**config.mk**
```make
export PLATFORM = sky130hd
export DESIGN_NAME = pll_latch_programming
export DESIGN_NICKNAME = d
export VERILOG_FILES = /design/src/pll_pkg.sv /design/src/pll_div_counter.sv /design/src/pll_latch_programming.sv /design/src/pll_serial_in.sv
export VERILOG_INCLUDE_DIRS = /design/src
export SDC_FILE = /design/constraint.sdc
export NUM_CORES = 1
export LEC_CHECK = 0
export BUFFER_PORTS_ARGS = -buffer_cell sky130_fd_sc_hd__buf_2
export CAP_MARGIN = 20
export CORE_UTILIZATION = 52
export CTS_BUF_LIST = sky130_fd_sc_hd__clkbuf_8
export DETAILED_ROUTE_END_ITERATION = 10
export GPL_ROUTABILITY_DRIVEN = 0
export PLACE_DENSITY = 0.81
export SLEW_MARGIN = 40
export SYNTH_ARGS = -nofsm -noshare
export SYNTH_HDL_FRONTEND = slang
export SYNTH_SLANG_ARGS = --single-unit
```
**constraint.sdc**
```tcl
create_clock -name mclk -period 9.5 [get_ports mclk]
set_clock_uncertainty 0.15 [all_clocks]
set_input_delay 1.9 -clock mclk [delete_from_list [all_inputs] [get_ports mclk]]
set_output_delay 1.9 -clock mclk [all_outputs]
set_load 0.02 [all_outputs]
```
**src/pll_consts.svh**
```systemverilog
// Purpose: Field positions, codes and counts for the synthesizer latch bank
// Assumes: 24-bit serial words, MSB first
// Notes:   Included by the latch bank, the serial front end and the bench
`ifndef PLL_CONSTS_SVH
`define PLL_CONSTS_SVH

`define PLL_WORD_W        24
`define PLL_SEL_CFG       2'h0
`define PLL_SEL_REF       2'h1
`define PLL_SEL_FB        2'h2
// Configuration word fields
`define PLL_CFG_PRESC_HI  23
`define PLL_CFG_PRESC_LO  22
`define PLL_CFG_PD_MODE   21
`define PLL_CFG_PD_EN     20
`define PLL_CFG_MUTE      11
`define PLL_CFG_GAIN      10
`define PLL_CFG_HIZ       9
`define PLL_CFG_POL       8
`define PLL_CFG_CLEAR     4
// Reference-divider word fields
`define PLL_REF_BAND_HI   21
`define PLL_REF_BAND_LO   20
`define PLL_REF_TEST      19
`define PLL_REF_PREC      18
`define PLL_REF_RATIO_HI  15
`define PLL_REF_RATIO_LO  2
// Feedback-divider word fields
`define PLL_FB_SOURCE     23
`define PLL_FB_HALVE      22
`define PLL_FB_GAIN       21
`define PLL_FB_MAIN_HI    20
`define PLL_FB_MAIN_LO    8
`define PLL_FB_SWAL_HI    6
`define PLL_FB_SWAL_LO    2
// Modulus values
`define PLL_MOD_8         6'h08
`define PLL_MOD_16        6'h10
`define PLL_MOD_32        6'h20
// Counts
`define PLL_SYNC_EDGES    2'h2
`define PLL_BAND_CYCLES   3'h5
`define PLL_LOCK_FINE     3'h5
`define PLL_LOCK_COARSE   3'h3
// Reset values
`define PLL_RATIO_RST     14'h0001
`define PLL_MAIN_RST      13'h0003

`endif

```
**src/pll_pkg.sv**
```systemverilog
// Purpose: Types shared by the latch bank files
// Assumes: Nothing beyond the constants header
// Notes:   Power-down sequencing states
package pll_pkg;
    typedef enum logic [1:0] {
        PLL_PD_RUN  = 2'b00,
        PLL_PD_WAIT = 2'b01,
        PLL_PD_DOWN = 2'b10
    } pll_pd_e;
endpackage

```
**src/pll_div_counter.sv**
```systemverilog
// Purpose: Programmable tick divider, one pulse per ratio input ticks
// Assumes: Ratio of zero behaves as one
// Notes:   Hold keeps the count in its load state
`timescale 1ns/1ps
module pll_div_counter (
    input  wire logic        mclk,
    input  wire logic        rst_b,
    input  wire logic        clk_en,
    input  wire logic        tick,
    input  wire logic        hold,
    input  wire logic [13:0] ratio,
    output logic             out_q
);
    logic [13:0] cnt_q;
    logic [13:0] cnt_inc;

    assign cnt_inc = cnt_q + 14'h0001;

    ////////////////////////////////////////////////////////////////////////
    // Count input ticks, pulse and reload at the ratio
    always_ff @(posedge mclk or negedge rst_b) begin
        if (!rst_b) begin
            cnt_q <= '0;
            out_q <= 1'b0;
        end else if (clk_en) begin
            out_q <= 1'b0;
            if (hold) begin
                cnt_q <= '0;
            end else if (tick) begin
                if (cnt_inc >= ratio) begin
                    cnt_q <= '0;
                    out_q <= 1'b1;
                end else begin
                    cnt_q <= cnt_inc;
                end
            end
        end
    end
endmodule

```
**src/pll_latch_programming.sv**
```systemverilog
// Purpose: Latch bank of an integer-N synthesizer with power-down control
// Assumes: All pins synchronous to mclk; ref_tick/fb_tick are one-cycle pulses
// Notes:   Analog paths appear only as control outputs
`timescale 1ns/1ps
`include "pll_consts.svh"
module pll_latch_programming
    import pll_pkg::*;
(
    input  wire logic        mclk,
    input  wire logic        rst_b,
    input  wire logic        clk_en,
    input  wire logic        sclk,
    input  wire logic        sdata,
    input  wire logic        load_enable,
    input  wire logic        chip_enable,
    input  wire logic        ref_tick,
    input  wire logic        fb_tick,
    input  wire logic        phase_small,
    input  wire logic        phase_large,
    output logic             power_down_q,
    output logic             pump_hiz_q,
    output logic             pump_gain_select_q,
    output logic             detector_polarity_q,
    output logic             ref_buf_en_q,
    output logic             rf_bias_q,
    output logic             lock_q,
    output logic             vtune_hold_q,
    output logic [5:0]       prescaler_mod_q,
    output logic             output_halving_q,
    output logic             prescaler_source_q,
    output logic [13:0]      ref_ratio_q,
    output logic [4:0]       swallow_count_q,
    output logic [12:0]      main_count_q,
    output logic             ref_div_out_q,
    output logic             fb_div_out_q,
    output logic             band_clk_q
);
    logic [`PLL_WORD_W-1:0] word;
    logic                   word_valid;
    logic                   wr_cfg;
    logic                   wr_ref;
    logic                   wr_fb;
    logic                   pd_en_q;
    logic                   pd_mode_q;
    logic                   mute_q;
    logic                   three_state_q;
    logic                   counter_clear_q;
    logic                   lock_precision_q;
    logic [1:0]             band_div_q;
    pll_pd_e                pd_state_q;
    logic [1:0]             ref_edges_q;
    logic                   pd_d;
    logic                   ctr_hold;
    logic [13:0]            band_ratio;
    logic                   band_tick;
    logic [2:0]             band_cnt_q;
    logic [2:0]             ok_cnt_q;
    logic [2:0]             lock_need;

    ////////////////////////////////////////////////////////////////////////
    // Prescaler code to modulus value
    function automatic logic [5:0] modulus_of(input logic [1:0] code);
        begin
            case (code)
                2'b00:   modulus_of = `PLL_MOD_8;
                2'b01:   modulus_of = `PLL_MOD_16;
                default: modulus_of = `PLL_MOD_32;
            endcase
        end
    endfunction

    ////////////////////////////////////////////////////////////////////////
    // Serial front end, independent of power state
    pll_serial_in u_serial (
        .mclk         (mclk),
        .rst_b        (rst_b),
        .clk_en       (clk_en),
        .sclk         (sclk),
        .sdata        (sdata),
        .load_enable  (load_enable),
        .word_q       (word),
        .word_valid_q (word_valid)
    );

    // Latch routing; code 11 targets the test latch and is dropped
    assign wr_cfg = word_valid && (word[1:0] == `PLL_SEL_CFG);
    assign wr_ref = word_valid && (word[1:0] == `PLL_SEL_REF);
    assign wr_fb  = word_valid && (word[1:0] == `PLL_SEL_FB);

    ////////////////////////////////////////////////////////////////////////
    // Configuration latch
    always_ff @(posedge mclk or negedge rst_b) begin
        if (!rst_b) begin
            prescaler_mod_q     <= `PLL_MOD_8;
            pd_en_q             <= 1'b0;
            pd_mode_q           <= 1'b0;
            mute_q              <= 1'b0;
            three_state_q       <= 1'b0;
            detector_polarity_q <= 1'b0;
            counter_clear_q     <= 1'b0;
        end else if (clk_en && wr_cfg) begin
            prescaler_mod_q     <= modulus_of(word[`PLL_CFG_PRESC_HI:`PLL_CFG_PRESC_LO]);
            pd_en_q             <= word[`PLL_CFG_PD_EN];
            pd_mode_q           <= word[`PLL_CFG_PD_MODE];
            mute_q              <= word[`PLL_CFG_MUTE];
            three_state_q       <= word[`PLL_CFG_HIZ];
            detector_polarity_q <= word[`PLL_CFG_POL];
            counter_clear_q     <= word[`PLL_CFG_CLEAR];
        end
    end

    // Gain bit shared by two latches, last write wins
    always_ff @(posedge mclk or negedge rst_b) begin
        if (!rst_b) begin
            pump_gain_select_q <= 1'b0;
        end else if (clk_en) begin
            if (wr_cfg) begin
                pump_gain_select_q <= word[`PLL_CFG_GAIN];
            end else if (wr_fb) begin
                pump_gain_select_q <= word[`PLL_FB_GAIN];
            end
        end
    end

    // Reference-divider latch; spare bits are not stored
    always_ff @(posedge mclk or negedge rst_b) begin
        if (!rst_b) begin
            ref_ratio_q      <= `PLL_RATIO_RST;
            lock_precision_q <= 1'b0;
            band_div_q       <= 2'h0;
        end else if (clk_en && wr_ref) begin
            ref_ratio_q      <= word[`PLL_REF_RATIO_HI:`PLL_REF_RATIO_LO];
            lock_precision_q <= word[`PLL_REF_PREC];
            band_div_q       <= word[`PLL_REF_BAND_HI:`PLL_REF_BAND_LO];
        end
    end

    // Feedback-divider latch
    always_ff @(posedge mclk or negedge rst_b) begin
        if (!rst_b) begin
            output_halving_q   <= 1'b0;
            prescaler_source_q <= 1'b0;
            swallow_count_q    <= '0;
            main_count_q       <= `PLL_MAIN_RST;
        end else if (clk_en && wr_fb) begin
            output_halving_q   <= word[`PLL_FB_HALVE];
            prescaler_source_q <= word[`PLL_FB_SOURCE];
            swallow_count_q    <= word[`PLL_FB_SWAL_HI:`PLL_FB_SWAL_LO];
            main_count_q       <= word[`PLL_FB_MAIN_HI:`PLL_FB_MAIN_LO];
        end
    end

    ////////////////////////////////////////////////////////////////////////
    // Synchronous power-down waits for reference edges so the pump is quiet
    always_ff @(posedge mclk or negedge rst_b) begin
        if (!rst_b) begin
            pd_state_q  <= PLL_PD_RUN;
            ref_edges_q <= 2'h0;
        end else if (clk_en) begin
            case (pd_state_q)
                PLL_PD_RUN: begin
                    ref_edges_q <= 2'h0;
                    if (wr_cfg && word[`PLL_CFG_PD_EN] && word[`PLL_CFG_PD_MODE]) begin
                        pd_state_q <= PLL_PD_WAIT;
                    end
                end
                PLL_PD_WAIT: begin
                    if (!pd_en_q || !pd_mode_q) begin
                        pd_state_q <= PLL_PD_RUN;
                    end else if (ref_div_out_q) begin
                        ref_edges_q <= ref_edges_q + 2'h1;
                        if (ref_edges_q + 2'h1 == `PLL_SYNC_EDGES) begin
                            pd_state_q <= PLL_PD_DOWN;
                        end
                    end
                end
                PLL_PD_DOWN: begin
                    if (!pd_en_q || !pd_mode_q) begin
                        pd_state_q <= PLL_PD_RUN;
                    end
                end
                default: pd_state_q <= PLL_PD_RUN;
            endcase
        end
    end

    // Any source of power-down
    always_comb begin
        pd_d = !chip_enable
             || (pd_en_q && !pd_mode_q)
             || (pd_state_q == PLL_PD_DOWN);
    end

    // Power-down side effects registered together with the flag
    always_ff @(posedge mclk or negedge rst_b) begin
        if (!rst_b) begin
            power_down_q <= 1'b1;
            pump_hiz_q   <= 1'b1;
            ref_buf_en_q <= 1'b0;
            rf_bias_q    <= 1'b0;
        end else if (clk_en) begin
            power_down_q <= pd_d;
            pump_hiz_q   <= pd_d || three_state_q;
            ref_buf_en_q <= !pd_d;
            rf_bias_q    <= !pd_d && (!mute_q || lock_q);
        end
    end

    ////////////////////////////////////////////////////////////////////////
    // Reference and feedback counters, held at load state when asked
    assign ctr_hold = power_down_q || counter_clear_q;

    pll_div_counter u_ref_ctr (
        .mclk   (mclk),
        .rst_b  (rst_b),
        .clk_en (clk_en),
        .tick   (ref_tick),
        .hold   (ctr_hold),
        .ratio  (ref_ratio_q),
        .out_q  (ref_div_out_q)
    );

    // Feedback count limited to the main count; swallow handled in the prescaler
    pll_div_counter u_fb_ctr (
        .mclk   (mclk),
        .rst_b  (rst_b),
        .clk_en (clk_en),
        .tick   (fb_tick),
        .hold   (ctr_hold),
        .ratio  ({1'b0, main_count_q}),
        .out_q  (fb_div_out_q)
    );

    ////////////////////////////////////////////////////////////////////////
    // Band-select clock: reference output divided by 1, 2, 4 or 8
    assign band_ratio = 14'h0001 << band_div_q;

    pll_div_counter u_band_div (
        .mclk   (mclk),
        .rst_b  (rst_b),
        .clk_en (clk_en),
        .tick   (ref_div_out_q),
        .hold   (power_down_q),
        .ratio  (band_ratio),
        .out_q  (band_tick)
    );

    always_ff @(posedge mclk or negedge rst_b) begin
        if (!rst_b) begin
            band_clk_q <= 1'b0;
        end else if (clk_en) begin
            band_clk_q <= band_tick;
        end
    end

    // Band selection window after each feedback write
    always_ff @(posedge mclk or negedge rst_b) begin
        if (!rst_b) begin
            band_cnt_q   <= 3'h0;
            vtune_hold_q <= 1'b0;
        end else if (clk_en) begin
            if (wr_fb) begin
                band_cnt_q   <= `PLL_BAND_CYCLES;
                vtune_hold_q <= 1'b1;
            end else if (band_tick && band_cnt_q != 3'h0) begin
                band_cnt_q   <= band_cnt_q - 3'h1;
                vtune_hold_q <= (band_cnt_q != 3'h1);
            end
        end
    end

    ////////////////////////////////////////////////////////////////////////
    // Digital lock detect on each phase-detector cycle
    assign lock_need = lock_precision_q ? `PLL_LOCK_FINE : `PLL_LOCK_COARSE;

    always_ff @(posedge mclk or negedge rst_b) begin
        if (!rst_b) begin
            ok_cnt_q <= 3'h0;
            lock_q   <= 1'b0;
        end else if (clk_en) begin
            if (power_down_q) begin
                ok_cnt_q <= 3'h0;
                lock_q   <= 1'b0;
            end else if (ref_div_out_q) begin
                if (phase_large) begin
                    ok_cnt_q <= 3'h0;
                    lock_q   <= 1'b0;
                end else if (phase_small) begin
                    if (ok_cnt_q + 3'h1 >= lock_need) begin
                        lock_q <= 1'b1;
                    end
                    if (ok_cnt_q < `PLL_LOCK_FINE) begin
                        ok_cnt_q <= ok_cnt_q + 3'h1;
                    end
                end else if (!lock_q) begin
                    ok_cnt_q <= 3'h0;
                end
            end
        end
    end

    ////////////////////////////////////////////////////////////////////////
    // Checks
    ref_route_a: assert property (@(posedge mclk) disable iff (!rst_b || !clk_en)
        wr_ref |=> ref_ratio_q == $past(word[15:2]))
        else $error("reference word not routed");

    presc_map_a: assert property (@(posedge mclk) disable iff (!rst_b || !clk_en)
        wr_cfg && word[23] |=> prescaler_mod_q == 6'h20)
        else $error("prescaler 32/33 not selected");

    async_pd_a: assert property (@(posedge mclk) disable iff (!rst_b || !clk_en)
        wr_cfg && word[20] && !word[21] |=> ##1 power_down_q)
        else $error("async power-down late");

    sync_pd_a: assert property (@(posedge mclk) disable iff (!rst_b || !clk_en)
        pd_state_q == PLL_PD_WAIT && pd_en_q && pd_mode_q && ref_edges_q == 2'h1 && ref_div_out_q
        |=> ##1 power_down_q)
        else $error("sync power-down not on second edge");

    chip_off_a: assert property (@(posedge mclk) disable iff (!rst_b || !clk_en)
        !chip_enable |=> power_down_q && !ref_buf_en_q)
        else $error("chip enable low did not disable");

    pd_effects_a: assert property (@(posedge mclk) disable iff (!rst_b)
        power_down_q |-> pump_hiz_q && !rf_bias_q && !ref_buf_en_q && (!ref_div_out_q || !$past(power_down_q)))
        else $error("power-down effects missing");

    latch_in_pd_a: assert property (@(posedge mclk) disable iff (!rst_b || !clk_en)
        power_down_q && wr_fb |=> main_count_q == $past(word[20:8]))
        else $error("latching stopped in power-down");

    gain_latest_a: assert property (@(posedge mclk) disable iff (!rst_b || !clk_en)
        wr_fb |=> pump_gain_select_q == $past(word[21]))
        else $error("gain not last written");

    lock_count_a: assert property (@(posedge mclk) disable iff (!rst_b || !clk_en)
        $rose(lock_q) |-> $past(ok_cnt_q) + 3'h1 >= $past(lock_need))
        else $error("lock declared early");

    band_hold_a: assert property (@(posedge mclk) disable iff (!rst_b || !clk_en)
        wr_fb |=> vtune_hold_q && band_cnt_q == 3'h5)
        else $error("band selection not started");
endmodule

```
**src/pll_serial_in.sv**
```systemverilog
// Purpose: Three-wire serial shift register with load-enable transfer
// Assumes: Serial pins already synchronous to mclk
// Notes:   Keeps working during power-down
`timescale 1ns/1ps
`include "pll_consts.svh"
module pll_serial_in
    import pll_pkg::*;
(
    input  wire logic                   mclk,
    input  wire logic                   rst_b,
    input  wire logic                   clk_en,
    input  wire logic                   sclk,
    input  wire logic                   sdata,
    input  wire logic                   load_enable,
    output logic [`PLL_WORD_W-1:0]      word_q,
    output logic                        word_valid_q
);
    logic                   sclk_q;
    logic                   le_q;
    logic [`PLL_WORD_W-1:0] shift_q;

    ////////////////////////////////////////////////////////////////////////
    // Edge history of the serial pins
    always_ff @(posedge mclk or negedge rst_b) begin
        if (!rst_b) begin
            sclk_q <= 1'b0;
            le_q   <= 1'b0;
        end else if (clk_en) begin
            sclk_q <= sclk;
            le_q   <= load_enable;
        end
    end

    // MSB first shift on each rising serial clock
    always_ff @(posedge mclk or negedge rst_b) begin
        if (!rst_b) begin
            shift_q <= '0;
        end else if (clk_en && sclk && !sclk_q) begin
            shift_q <= {shift_q[`PLL_WORD_W-2:0], sdata};
        end
    end

    // Transfer on rising load enable, one-cycle valid
    always_ff @(posedge mclk or negedge rst_b) begin
        if (!rst_b) begin
            word_q       <= '0;
            word_valid_q <= 1'b0;
        end else if (clk_en) begin
            word_valid_q <= load_enable && !le_q;
            if (load_enable && !le_q) begin
                word_q <= shift_q;
            end
        end
    end
endmodule
```
==> metrics.txt, run 1 <==
# TYPE chip_impl_metric gauge
chip_impl_metric{name="slew_violations",unit=""} 0
chip_impl_metric{name="asyncSetResetFlopFracSynth",unit=""} 1.000
chip_impl_metric{name="fmax",unit="MHz"} 250.4
chip_impl_metric{name="worst-path-buf-inv",unit=""} 2
chip_impl_metric{name="register_area",unit="mm2"} 0.004011
chip_impl_info{name="run_status",value="complete, but fails checks"} 1
chip_impl_metric{name="number_of_synthesized_flops_with_an_enable_pin",unit=""} 0
chip_impl_metric{name="drv.max_cap_violation_count",unit=""} 0
chip_impl_metric{name="floorplan.die_area",unit="mm2"} 0.01563
chip_impl_metric{name="final.hold.worst_slack",unit="ns"} 0.3371
chip_impl_metric{name="io-pin-count",unit=""} 62
chip_impl_metric{name="ys_ff_latch",unit=""} 160
chip_impl_metric{name="clk_path_buf_depth",unit=""} 2
chip_impl_metric{name="finalPower",unit="mW"} 1.635
chip_impl_metric{name="leakage_dissipation",unit="nW"} 4.326
chip_impl_metric{name="grt_overflow_total",unit=""} 0
chip_impl_metric{name="nNetsFinal",unit=""} 802
chip_impl_metric{name="postCtsSetupBuffers",unit=""} 0
chip_impl_metric{name="detail_route.iter0.violations",unit=""} 550
chip_impl_metric{name="antenna_violations_before_repair",unit=""} 0
chip_impl_metric{name="post_detailed_routing_wire_length",unit="um"} 16200
chip_impl_metric{name="finalHoldViolCount",unit=""} 0
chip_impl_metric{name="first_global_vias",unit=""} 5523
chip_impl_info{name="layout_common_cells",value="dfrtp_1 (154), mux2_2 (95), buf_2 (57)"} 1
chip_impl_metric{name="critical_path_required",unit="ns"} 9.70
chip_impl_info{name="crit_slowest_cell",value="a2111oi_4"} 1
chip_impl_metric{name="dr_total_vias",unit=""} 5486
chip_impl_metric{name="multi_input_comb_area",unit="mm2"} 0.003585
chip_impl_metric{name="drt.antenna.violating_nets",unit=""} 0
chip_impl_metric{name="dr.pass1.iters",unit=""} 8
chip_impl_info{name="crit_chain",value="ha_1 > inv_1 > nor2_1 > nand3_1 > xnor2_1 > ha_1 > and4_1 > a2111oi_2 > o21bai_1 > a2111oi_4 > buf_6 > nand2_2 > o311ai_1"} 1
chip_impl_info{name="cts.root.buffer_cell",value="clkbuf_8"} 1
chip_impl_metric{name="die_h",unit="um"} 125.0
chip_impl_metric{name="initial_core_util",unit=""} 0.5373
chip_impl_metric{name="via_density_per_instance",unit=""} 5.793
chip_impl_metric{name="track_usage",unit=""} 0.2204
chip_impl_metric{name="cp_data_arrival_time",unit="ns"} 4.19
chip_impl_info{name="end_kind",value="flop"} 1
chip_impl_metric{name="placedInstanceArea",unit="mm2"} 0.008374
chip_impl_info{name="timing.critical_path.mode_cell",value="ha_1"} 1
chip_impl_info{name="critical-path-top-delay-family",value="compound AO/OA/AOI/OAI gates"} 1
chip_impl_info{name="start_kind",value="flop"} 1
chip_impl_metric{name="placeableCoreArea",unit="mm2"} 0.01464
chip_impl_metric{name="io_buffers",unit=""} 58
chip_impl_metric{name="worstMarginPinSlew",unit="ns"} 0.8107
chip_impl_metric{name="tns",unit="ns"} 0
chip_impl_metric{name="layout_cell_area_excl_fill",unit="mm2"} 0.008761
chip_impl_info{name="cts_tree",value="built"} 1
chip_impl_metric{name="post_synth_inst_count",unit=""} 689
chip_impl_info{name="min_path_type",value="reg2reg"} 1
chip_impl_metric{name="share_of_the_core_filled_with_cells",unit=""} 0.5983
chip_impl_metric{name="syn_area_per_cell",unit="um2"} 11.42
chip_impl_metric{name="min_period_over_period",unit=""} 0.4203
chip_impl_metric{name="period_minus_slack",unit="ns"} 3.993
chip_impl_metric{name="timing.slew.headroom",unit=""} 0.4572
chip_impl_info{name="mostFrequentLayoutCell",value="dfrtp_1"} 1
chip_impl_metric{name="clkSlewWorstSetupHoldPaths",unit="ns"} 0.08
chip_impl_metric{name="grt_max_degree",unit=""} 89
chip_impl_metric{name="power.density",unit="mW/mm2"} 186.6
chip_impl_metric{name="insertedDiodeCount",unit=""} 0
chip_impl_metric{name="cts_num_sinks",unit=""} 160
chip_impl_metric{name="htreeDepth",unit=""} 4
chip_impl_metric{name="seq_total_area_yosys",unit=""} 0.5099
chip_impl_metric{name="die_w",unit="um"} 125.0
chip_impl_metric{name="grt_pass1_wl",unit="um"} 27010
chip_impl_metric{name="synth_cell_type_count",unit=""} 59
chip_impl_metric{name="core.rowCount",unit=""} 44
chip_impl_metric{name="cts_repair_resize_count",unit=""} 0
chip_impl_metric{name="crit_fanout",unit=""} 10
chip_impl_metric{name="cts_buffers",unit=""} 17
chip_impl_metric{name="routedWlPerCell",unit="um"} 17.11
chip_impl_metric{name="yosysWarningCount",unit=""} 0
chip_impl_metric{name="mappedNetlistArea",unit="mm2"} 0.007868
chip_impl_metric{name="dp.final_hpwl",unit="um"} 11620
chip_impl_metric{name="clock_insertion_delay_worst_skew",unit="ns"} 0.46
chip_impl_metric{name="post_cts_hold_buffer_count",unit=""} 0
chip_impl_info{name="grt_setup_unrepaired",value="false"} 1
chip_impl_info{name="violated_checks",value="DRC"} 1
chip_impl_metric{name="areaGrowthSynthToFinish",unit="%"} 11.35
chip_impl_metric{name="critPathMaxStageDelay",unit="ns"} 0.61
chip_impl_metric{name="finalSetupViolCount",unit=""} 0
chip_impl_info{name="critical_path_class",value="reg2reg"} 1
chip_impl_info{name="ys.flop_type",value="dfrtp_1"} 1
chip_impl_metric{name="post_route_cells_drive_above_1_share",unit=""} 0.2726
chip_impl_metric{name="vdd_ir_drop_max",unit="mV"} 0.1111
chip_impl_metric{name="nFillCells",unit=""} 1141
chip_impl_metric{name="drt_drc_violations_left",unit=""} 11
layer usage:
layer,global-route usage,vias up,share of wire
li1,-,2564,-
met1,0.2874,2725,0.44
met2,0.3543,161,0.48
met3,0.03851,36,0.046
met4,0.1162,0,0.033
met5,0,-,0
worst register-to-register path, delay by kind of cell (launching register included):
kind	cells	cell delay (ns)
compound gates	4	1.39
simple gates	4	0.67
fa+ha+maj	2	0.62
flops	1	0.47
buf+inv	2	0.32
xor+xnor	1	0.26
state kept, by name, indices dropped and copies added, names as in the netlist, 3 cells and up:
name	count
u_fb_ctr.cnt_q	14
band_cnt_q	3
u_serial.word_q	24
u_ref_ctr.cnt_q	14
u_serial.shift_q	24
ok_cnt_q	3
u_band_div.cnt_q	14
swallow_count_q	5
prescaler_mod_q	3
main_count_q	13
ref_ratio_q	14
final timing paths:
path,slack [ns],to,cells after the start,start
max in group asynchronous,6.78,swallow_count_q[2],2,rst_b
hold / removal,0.34,prescaler_mod_q[3],1,u_serial.word_q[22]
hold reg to reg,0.34,prescaler_mod_q[3],1,u_serial.word_q[22]
setup reg to reg,5.51,u_fb_ctr.cnt_q[6],13,u_fb_ctr.cnt_q[0]
min in group asynchronous,1.35,lock_q,1,rst_b
setup / recovery,5.51,u_fb_ctr.cnt_q[6],13,u_fb_ctr.cnt_q[0]
stage by stage:
| stage | worst slack (ns) | instances |
|---|---|---|
| floorplan | 6.057 | 691 |
| global placement | 5.347 | 910 |
| detailed placement | 5.592 | 915 |
| CTS | 5.545 | 947 |
| global route | 5.253 | 947 |
| finish | 5.507 | 947 |
where the power goes:
| part | switching, mW | internal [mW] |
|---|---|---|
| registers | 0.0748 | 0.768 |
| clock network | 0.245 | 0.243 |
| logic | 0.171 | 0.133 |
| total | 0.491 | 1.14 |
cells in the mapped netlist, types with 18 or more instances:
cell	n	area share
dfrtp_1	154	0.49
mux2_2	95	0.14
inv_1	47	0.022
nand2_1	46	0.022
ha_1	41	0.065
nand3_1	30	0.019
nor2_1	25	0.012
o21ai_0	22	0.014
clkbuf_1	19	0.0091
nand2b_1	19	0.015
xnor2_1	18	0.020
logic make-up after synthesis:
group                      Yosys count  synth area share
adders and majority gates           41           0.06520
buffers and inverters               73           0.03721
and+or+nand+nor                    187            0.1229
other                                1         0.0004766
AOI/OAI and AO/OA                  105           0.09765
DFF                                160            0.5099
xor gates and xnor gates            23           0.02560
muxes                               99            0.1411
cell type report:
cell class / count / share of cell area
clock buffers: 19 / 0.02985
clock inverters: 13 / 0.01400
inverters: 47 / 0.02014
multi-input cells: 458 / 0.4092
flip-flops and latches: 160 / 0.4579
well taps: 184 / 0.02628
repair buffers: 66 / 0.04270
Note: power is estimated with default switching activity, not from simulation.
==> inputs of run 2 (changes only) <==
==> constraint.sdc (replaced) <==
create_clock -name mclk -period 3.8 [get_ports mclk]
set_clock_uncertainty 0.15 [all_clocks]
set_input_delay 0.76 -clock mclk [delete_from_list [all_inputs] [get_ports mclk]]
set_output_delay 0.76 -clock mclk [all_outputs]
set_load 0.02 [all_outputs]
==> run 2 against run 1 <==
The flow still finishes with violations (DRC). Final cell count rose by 0.74%. Setup slack got worse by 5.3 ns. Largest cell class unchanged. Critical endpoint is now u_ref_ctr.cnt_q[9]. Power rose to 2.5 times the previous value. Utilization rose by 0.21 points. Clock power rose to 2.5 times the previous value. First-iteration DRC count fell by 15%. Critical path type unchanged. Highest routed layer unchanged. Cell area rose by 0.36%. Flip-flop and latch count did not move.
==> metrics.txt, run 2 (same netlist as run 1, synthesis figures left out) <==
# TYPE chip_impl_metric gauge
chip_impl_metric{name="dr.pass1.iters",unit=""} 8
chip_impl_metric{name="track_usage",unit=""} 0.2217
chip_impl_metric{name="slew_violations",unit=""} 0
chip_impl_metric{name="grt_pass1_wl",unit="um"} 27360
chip_impl_metric{name="use_met3",unit=""} 0.04065
chip_impl_metric{name="nNetsFinal",unit=""} 807
chip_impl_info{name="start_kind",value="flop"} 1
chip_impl_info{name="crit_slowest_cell",value="a2111oi_0"} 1
chip_impl_metric{name="first_global_vias",unit=""} 5575
chip_impl_info{name="grt-busiest-layer",value="met2"} 1
chip_impl_metric{name="cts_buffers",unit=""} 17
chip_impl_metric{name="placeableCoreArea",unit="mm2"} 0.01464
chip_impl_info{name="mostFrequentLayoutCell",value="dfrtp_1"} 1
chip_impl_metric{name="clk_path_buf_depth",unit=""} 2
chip_impl_info{name="timing.critical_path.mode_cell",value="or3_1"} 1
chip_impl_metric{name="htreeDepth",unit=""} 4
chip_impl_metric{name="areaGrowthSynthToFinish",unit="%"} 11.75
chip_impl_metric{name="layout_cell_area_excl_fill",unit="mm2"} 0.008792
chip_impl_metric{name="grt_overflow_total",unit=""} 0
chip_impl_info{name="run_status",value="complete, but fails checks"} 1
chip_impl_metric{name="leakage_dissipation",unit="nW"} 4.323
chip_impl_metric{name="post_cts_hold_buffer_count",unit=""} 0
chip_impl_metric{name="critical_path_required",unit="ns"} 4.05
chip_impl_metric{name="post_route_cells_drive_above_1_share",unit=""} 0.2813
chip_impl_info{name="worst_r2r_endpoint",value="u_ref_ctr.cnt_q[9]"} 1
chip_impl_metric{name="io_buffers",unit=""} 58
chip_impl_info{name="layout_common_cells",value="dfrtp_1 (154), mux2_2 (95), buf_2 (57)"} 1
chip_impl_metric{name="crit_fanout",unit=""} 12
chip_impl_metric{name="worstRegToRegCells",unit=""} 11
chip_impl_metric{name="globalRouteMet2Util",unit=""} 0.3621
chip_impl_metric{name="clock_insertion_delay_worst_skew",unit="ns"} 0.46
chip_impl_metric{name="dp.final_hpwl",unit="um"} 11690
chip_impl_metric{name="post_detailed_routing_wire_length",unit="um"} 16390
chip_impl_info{name="cts_tree",value="built"} 1
chip_impl_metric{name="floorplan.die_area",unit="mm2"} 0.01563
chip_impl_metric{name="cts_num_sinks",unit=""} 160
chip_impl_metric{name="cp_data_arrival_time",unit="ns"} 3.88
chip_impl_metric{name="drt_drc_violations_left",unit=""} 22
chip_impl_metric{name="worst-path-buf-inv",unit=""} 1
chip_impl_metric{name="antenna_violations_before_repair",unit=""} 0
chip_impl_metric{name="finalHoldViolCount",unit=""} 0
chip_impl_info{name="timing.critical_path.from",value="u_ref_ctr.cnt_q[2]"} 1
chip_impl_info{name="end_kind",value="flop"} 1
chip_impl_metric{name="drv.max_cap_violation_count",unit=""} 0
chip_impl_metric{name="dr_total_vias",unit=""} 5522
chip_impl_info{name="min_path_type",value="in2async"} 1
chip_impl_metric{name="fmax",unit="MHz"} 275.7
chip_impl_info{name="violated_checks",value="DRC"} 1
chip_impl_metric{name="die_h",unit="um"} 125.0
chip_impl_info{name="cts.root.buffer_cell",value="clkbuf_8"} 1
chip_impl_metric{name="die_w",unit="um"} 125.0
chip_impl_info{name="crit_chain",value="nand4_1 > or3_1 > or3_1 > nand2_1 > ha_1 > and3_1 > a2111oi_0 > o211ai_1 > buf_4 > o21bai_1 > a21o_1"} 1
chip_impl_metric{name="initial_core_util",unit=""} 0.5373
chip_impl_metric{name="final.hold.worst_slack",unit="ns"} 0.1603
chip_impl_metric{name="min_period_over_period",unit=""} 0.9545
chip_impl_metric{name="worstMarginPinSlew",unit="ns"} 0.7906
chip_impl_metric{name="clkSlewWorstSetupHoldPaths",unit="ns"} 0.08
chip_impl_metric{name="critPathMaxStageDelay",unit="ns"} 0.70
chip_impl_info{name="critical_path_class",value="reg2reg"} 1
chip_impl_info{name="critical-path-top-delay-family",value="simple AND/OR/NAND/NOR gates"} 1
chip_impl_metric{name="r2r_slack",unit="ns"} 0.17
chip_impl_info{name="r2r_start",value="u_ref_ctr.cnt_q[2]"} 1
chip_impl_info{name="regs_by_ff_count",value="u_serial.shift_q (24), u_serial.word_q (24)"} 1
chip_impl_metric{name="fin_ws",unit="ns"} 0.1729
chip_impl_metric{name="placedInstanceArea",unit="mm2"} 0.008381
chip_impl_metric{name="grt_max_degree",unit=""} 73
chip_impl_metric{name="io-pin-count",unit=""} 62
chip_impl_metric{name="drt.antenna.violating_nets",unit=""} 0
chip_impl_metric{name="detail_route.iter0.violations",unit=""} 465
chip_impl_metric{name="finalSetupViolCount",unit=""} 0
chip_impl_metric{name="routedWlPerCell",unit="um"} 17.18
chip_impl_metric{name="via_density_per_instance",unit=""} 5.788
chip_impl_metric{name="groute.layer.met1.usage",unit=""} 0.2915
chip_impl_metric{name="finalPower",unit="mW"} 4.101
chip_impl_metric{name="timing.slew.headroom",unit=""} 0.4593
chip_impl_metric{name="power.density",unit="mW/mm2"} 466.4
chip_impl_metric{name="core.rowCount",unit=""} 44
chip_impl_metric{name="period_minus_slack",unit="ns"} 3.627
chip_impl_metric{name="pre_cts_slack",unit="ns"} 0.2141
chip_impl_metric{name="vdd_ir_drop_max",unit="mV"} 0.2390
==> run 2: cell types whose count changed in the layout (fill, tap and decap cells not counted), sizes merged <==
cell,before,now
diode,0,2
clkinvlp,3,5
clkbuf,20,17
buf,65,71
==> run 2: per-layer routing <==
layer  routed length [um]  share of wire
met1                 7039           0.43
met2                 8239           0.50
met3                  710          0.043
met4                  403          0.025
met5                    0              0
==> run 2: cell type report <==
class                      instances  area (um2)
clock inverter                    15       160.2
tap                              184       230.2
fill                            1137        5852
inverter                          47       176.4
multi-input combinational        458        3581
antenna                            2       5.005
timing repair buffer              71       394.1
sequential                       160        4011
clock buffer                      17       234.0
==> run 2: repair_timing <==
action / 4_1_cts / 5_1_grt
buffers inserted: 0 / 1
gates resized for setup: 0 / 2
endpoints found under the setup margin: 0 / 4
==> run 2: stage by stage <==
step           setup TNS, ns  cells    util
3_3_place_gp               0    919  0.5719
4_1_cts                    0    951  0.5992
6_report                   0    954  0.6004
2_1_floorplan              0    691       -
5_1_grt             -0.06054    952  0.6001
3_5_place_dp               0    919  0.5723
==> run 2: where the power goes <==
group	internal [mW]	switching, mW	leakage, nW
Clock	0.588	0.645	0.185
Combinational	0.335	0.432	1.99
Sequential	1.92	0.181	2.15
Total	2.84	1.26	4.32
==> run 2: how the worst max path moves through the flow <==
stage | end | slack (ns) | depth (start not counted)
after global routing | u_ref_ctr.cnt_q[9] | -0.06 | 13
after CTS | u_ref_ctr.cnt_q[9] | 0.18 | 10
after detailed placement | u_fb_ctr.cnt_q[6] | 0.21 | 12
after global placement | u_ref_ctr.cnt_q[9] | 0.40 | 10
after floorplan | u_fb_ctr.cnt_q[9] | 0.57 | 13
final | u_ref_ctr.cnt_q[9] | 0.17 | 11
==> inputs of run 3 (changes only) <==
--- a/config.mk
+++ b/config.mk
@@ -8,6 +8,7 @@
 export LEC_CHECK = 0
 export BUFFER_PORTS_ARGS = -buffer_cell sky130_fd_sc_hd__buf_2
 export CAP_MARGIN = 20
+export CORE_ASPECT_RATIO = 2
 export CORE_UTILIZATION = 52
 export CTS_BUF_LIST = sky130_fd_sc_hd__clkbuf_8
 export DETAILED_ROUTE_END_ITERATION = 10
==> run 3 against run 2 <==
The run now ends clean. Critical path depth unchanged. Utilization down 0.46 points. Combinational power is 2% higher. Cell area increased by 0.41%. Die area is 0.18% higher. Power rose by 1.1%. First-iteration DRC count shrank 26%. Sequential power about the same. Routed wire length is 4.1% higher. Register-to-register slack lost 0.07 ns. Fmax down 1.9%. Clock-buffer cell count up 2.
==> metrics.txt, run 3 (same netlist as run 1, synthesis figures left out) <==
# TYPE chip_impl_metric gauge
chip_impl_info{name="run_status",value="finished, final reports clean"} 1
chip_impl_metric{name="post_cts_hold_buffer_count",unit=""} 0
chip_impl_metric{name="cp_data_arrival_time",unit="ns"} 3.95
chip_impl_metric{name="crit_fanout",unit=""} 12
chip_impl_metric{name="finalHoldViolCount",unit=""} 0
chip_impl_metric{name="post_detailed_routing_wire_length",unit="um"} 17070
chip_impl_metric{name="track_usage",unit=""} 0.2351
chip_impl_metric{name="period_minus_slack",unit="ns"} 3.699
chip_impl_metric{name="die_w",unit="um"} 88.98
chip_impl_info{name="end_kind",value="flop"} 1
chip_impl_metric{name="leakage_dissipation",unit="nW"} 4.350
chip_impl_metric{name="final.hold.worst_slack",unit="ns"} 0.2192
chip_impl_metric{name="core.rowCount",unit=""} 63
chip_impl_info{name="layout_common_cells",value="dfrtp_1 (153), mux2_2 (95), buf_2 (57)"} 1
chip_impl_info{name="cts_tree",value="built"} 1
chip_impl_metric{name="fmax",unit="MHz"} 270.4
chip_impl_metric{name="power.switching",unit="mW"} 1.270
chip_impl_info{name="min_path_type",value="in2async"} 1
chip_impl_metric{name="first_global_vias",unit=""} 5763
chip_impl_metric{name="fin_ws",unit="ns"} 0.1012
chip_impl_metric{name="placeableCoreArea",unit="mm2"} 0.01482
chip_impl_metric{name="clkPwrFrac",unit=""} 0.301
chip_impl_metric{name="tns",unit="ns"} 0
chip_impl_metric{name="dr_total_vias",unit=""} 5557
chip_impl_info{name="mostFrequentLayoutCell",value="dfrtp_1"} 1
chip_impl_metric{name="insertedDiodeCount",unit=""} 0
chip_impl_metric{name="antenna_violations_before_repair",unit=""} 0
chip_impl_metric{name="initial_core_util",unit=""} 0.5309
chip_impl_metric{name="grt_overflow_total",unit=""} 0
chip_impl_metric{name="detail_route.iter0.violations",unit=""} 345
chip_impl_metric{name="io-pin-count",unit=""} 62
chip_impl_metric{name="worstMarginPinSlew",unit="ns"} 0.8529
chip_impl_metric{name="grt_max_degree",unit=""} 93
chip_impl_metric{name="routedWlPerCell",unit="um"} 17.72
chip_impl_metric{name="cts_num_sinks",unit=""} 160
chip_impl_metric{name="htreeDepth",unit=""} 4
chip_impl_metric{name="pre_cts_slack",unit="ns"} 0.1838
chip_impl_metric{name="io_buffers",unit=""} 58
chip_impl_metric{name="cell_internal_pwr",unit="mW"} 2.875
chip_impl_metric{name="die_h",unit="um"} 176.0
chip_impl_metric{name="critical_path_required",unit="ns"} 4.05
chip_impl_metric{name="dp.final_hpwl",unit="um"} 12540
chip_impl_metric{name="vdd_ir_drop_max",unit="mV"} 0.2744
chip_impl_metric{name="post_route_cells_drive_above_1_share",unit=""} 0.2839
chip_impl_metric{name="drt.antenna.violating_nets",unit=""} 0
chip_impl_metric{name="floorplan.die_area",unit="mm2"} 0.01566
chip_impl_metric{name="nNetsFinal",unit=""} 807
chip_impl_metric{name="clk_path_buf_depth",unit=""} 2
chip_impl_metric{name="clock_insertion_delay_worst_skew",unit="ns"} 0.46
chip_impl_info{name="critical_path_class",value="reg2reg"} 1
chip_impl_metric{name="grt_pass1_wl",unit="um"} 27760
chip_impl_metric{name="drt_drc_violations_left",unit=""} 0
chip_impl_metric{name="clkSlewWorstSetupHoldPaths",unit="ns"} 0.09
chip_impl_metric{name="timing.slew.headroom",unit=""} 0.4167
chip_impl_metric{name="min_period_over_period",unit=""} 0.9734
chip_impl_metric{name="power.density",unit="mW/mm2"} 469.6
chip_impl_metric{name="drv.max_cap_violation_count",unit=""} 0
chip_impl_metric{name="slew_violations",unit=""} 0
chip_impl_metric{name="finalSetupViolCount",unit=""} 0
chip_impl_metric{name="power_switching_share",unit=""} 0.3064
chip_impl_metric{name="power_frac_seq",unit=""} 0.511
chip_impl_metric{name="dr.pass1.iters",unit=""} 5
chip_impl_metric{name="cts_buffers",unit=""} 17
chip_impl_metric{name="areaGrowthSynthToFinish",unit="%"} 12.21
chip_impl_info{name="start_kind",value="flop"} 1
chip_impl_info{name="cts.root.buffer_cell",value="clkbuf_8"} 1
chip_impl_metric{name="combinationalPowerShare",unit=""} 0.188
chip_impl_info{name="regs_by_ff_count",value="u_serial.shift_q (24), u_serial.word_q (24)"} 1
chip_impl_metric{name="via_density_per_instance",unit=""} 5.771
-- run 3: cell type report --
cell class | instances | area (um2)
fill | 1222 | 5991
sequential | 160 | 4013
multi-input combinational | 458 | 3595
timing repair buffer | 71 | 396.6
clock buffer | 19 | 261.5
tap | 195 | 244.0
inverter | 47 | 176.4
clock inverter | 13 | 142.6
-- run 3: stage by stage --
stage / power [mW] / utilization / cells / cell area (um2)
floorplan: 2.607 / - / 691 / 7875
global placement: 2.872 / 0.5656 / 929 / 8382
detailed placement: 2.921 / 0.5662 / 929 / 8391
CTS: 4.159 / 0.5935 / 961 / 8795
global route: 4.337 / 0.5957 / 963 / 8828
finish: 4.146 / 0.5957 / 963 / 8828
-- run 3: power groups by stage --
stage	combinational, mW	sequential [mW]	clock, mW
after floorplan	0.437	2.17	0
after global placement	0.737	2.13	0
after detailed placement	0.770	2.15	0
after CTS	0.777	2.12	1.27
after global routing	0.853	2.14	1.34
final	0.780	2.12	1.25
-- run 3: worst max-delay path, stage by stage, from the launching register on --
cell and delay [ns]:
dfrtp_1 0.44, nand4_1 0.19, or3_1 0.51, or3_1 0.40, nand2_1 0.08, ha_1 0.23, and3_1 0.18, a2111oi_0 0.73
o211ai_1 0.24, buf_4 0.24, o21bai_1 0.13, a21o_1 0.13
-- run 3: timing repair --
item / in CTS / in global routing
gates resized for setup: 0 / 5
buffers inserted: 0 / 2
setup endpoints to repair: 0 / 23
-- run 3: metal layers --
metal,up-vias,GRT usage,part of all wire
li1,2579,-,-
met1,2768,0.2557,0.37
met2,160,0.4231,0.55
met3,50,0.04395,0.038
met4,0,0.1190,0.043
met5,-,0,0
-- run 3: final timing paths --
check	start	endpoint	slack, ns	cells after the start
worst max-delay path	u_ref_ctr.cnt_q[2]	u_ref_ctr.cnt_q[9]	0.10	11
worst min-delay path	rst_b	u_band_div.cnt_q[8]	0.22	1
worst max register to register	u_ref_ctr.cnt_q[2]	u_ref_ctr.cnt_q[9]	0.10	11
worst min register to register	prescaler_mod_q[3]	prescaler_mod_q[3]	0.33	2
max in group asynchronous	rst_b	u_serial.shift_q[6]	2.32	2
min in group mclk	prescaler_mod_q[3]	prescaler_mod_q[3]	0.33	2
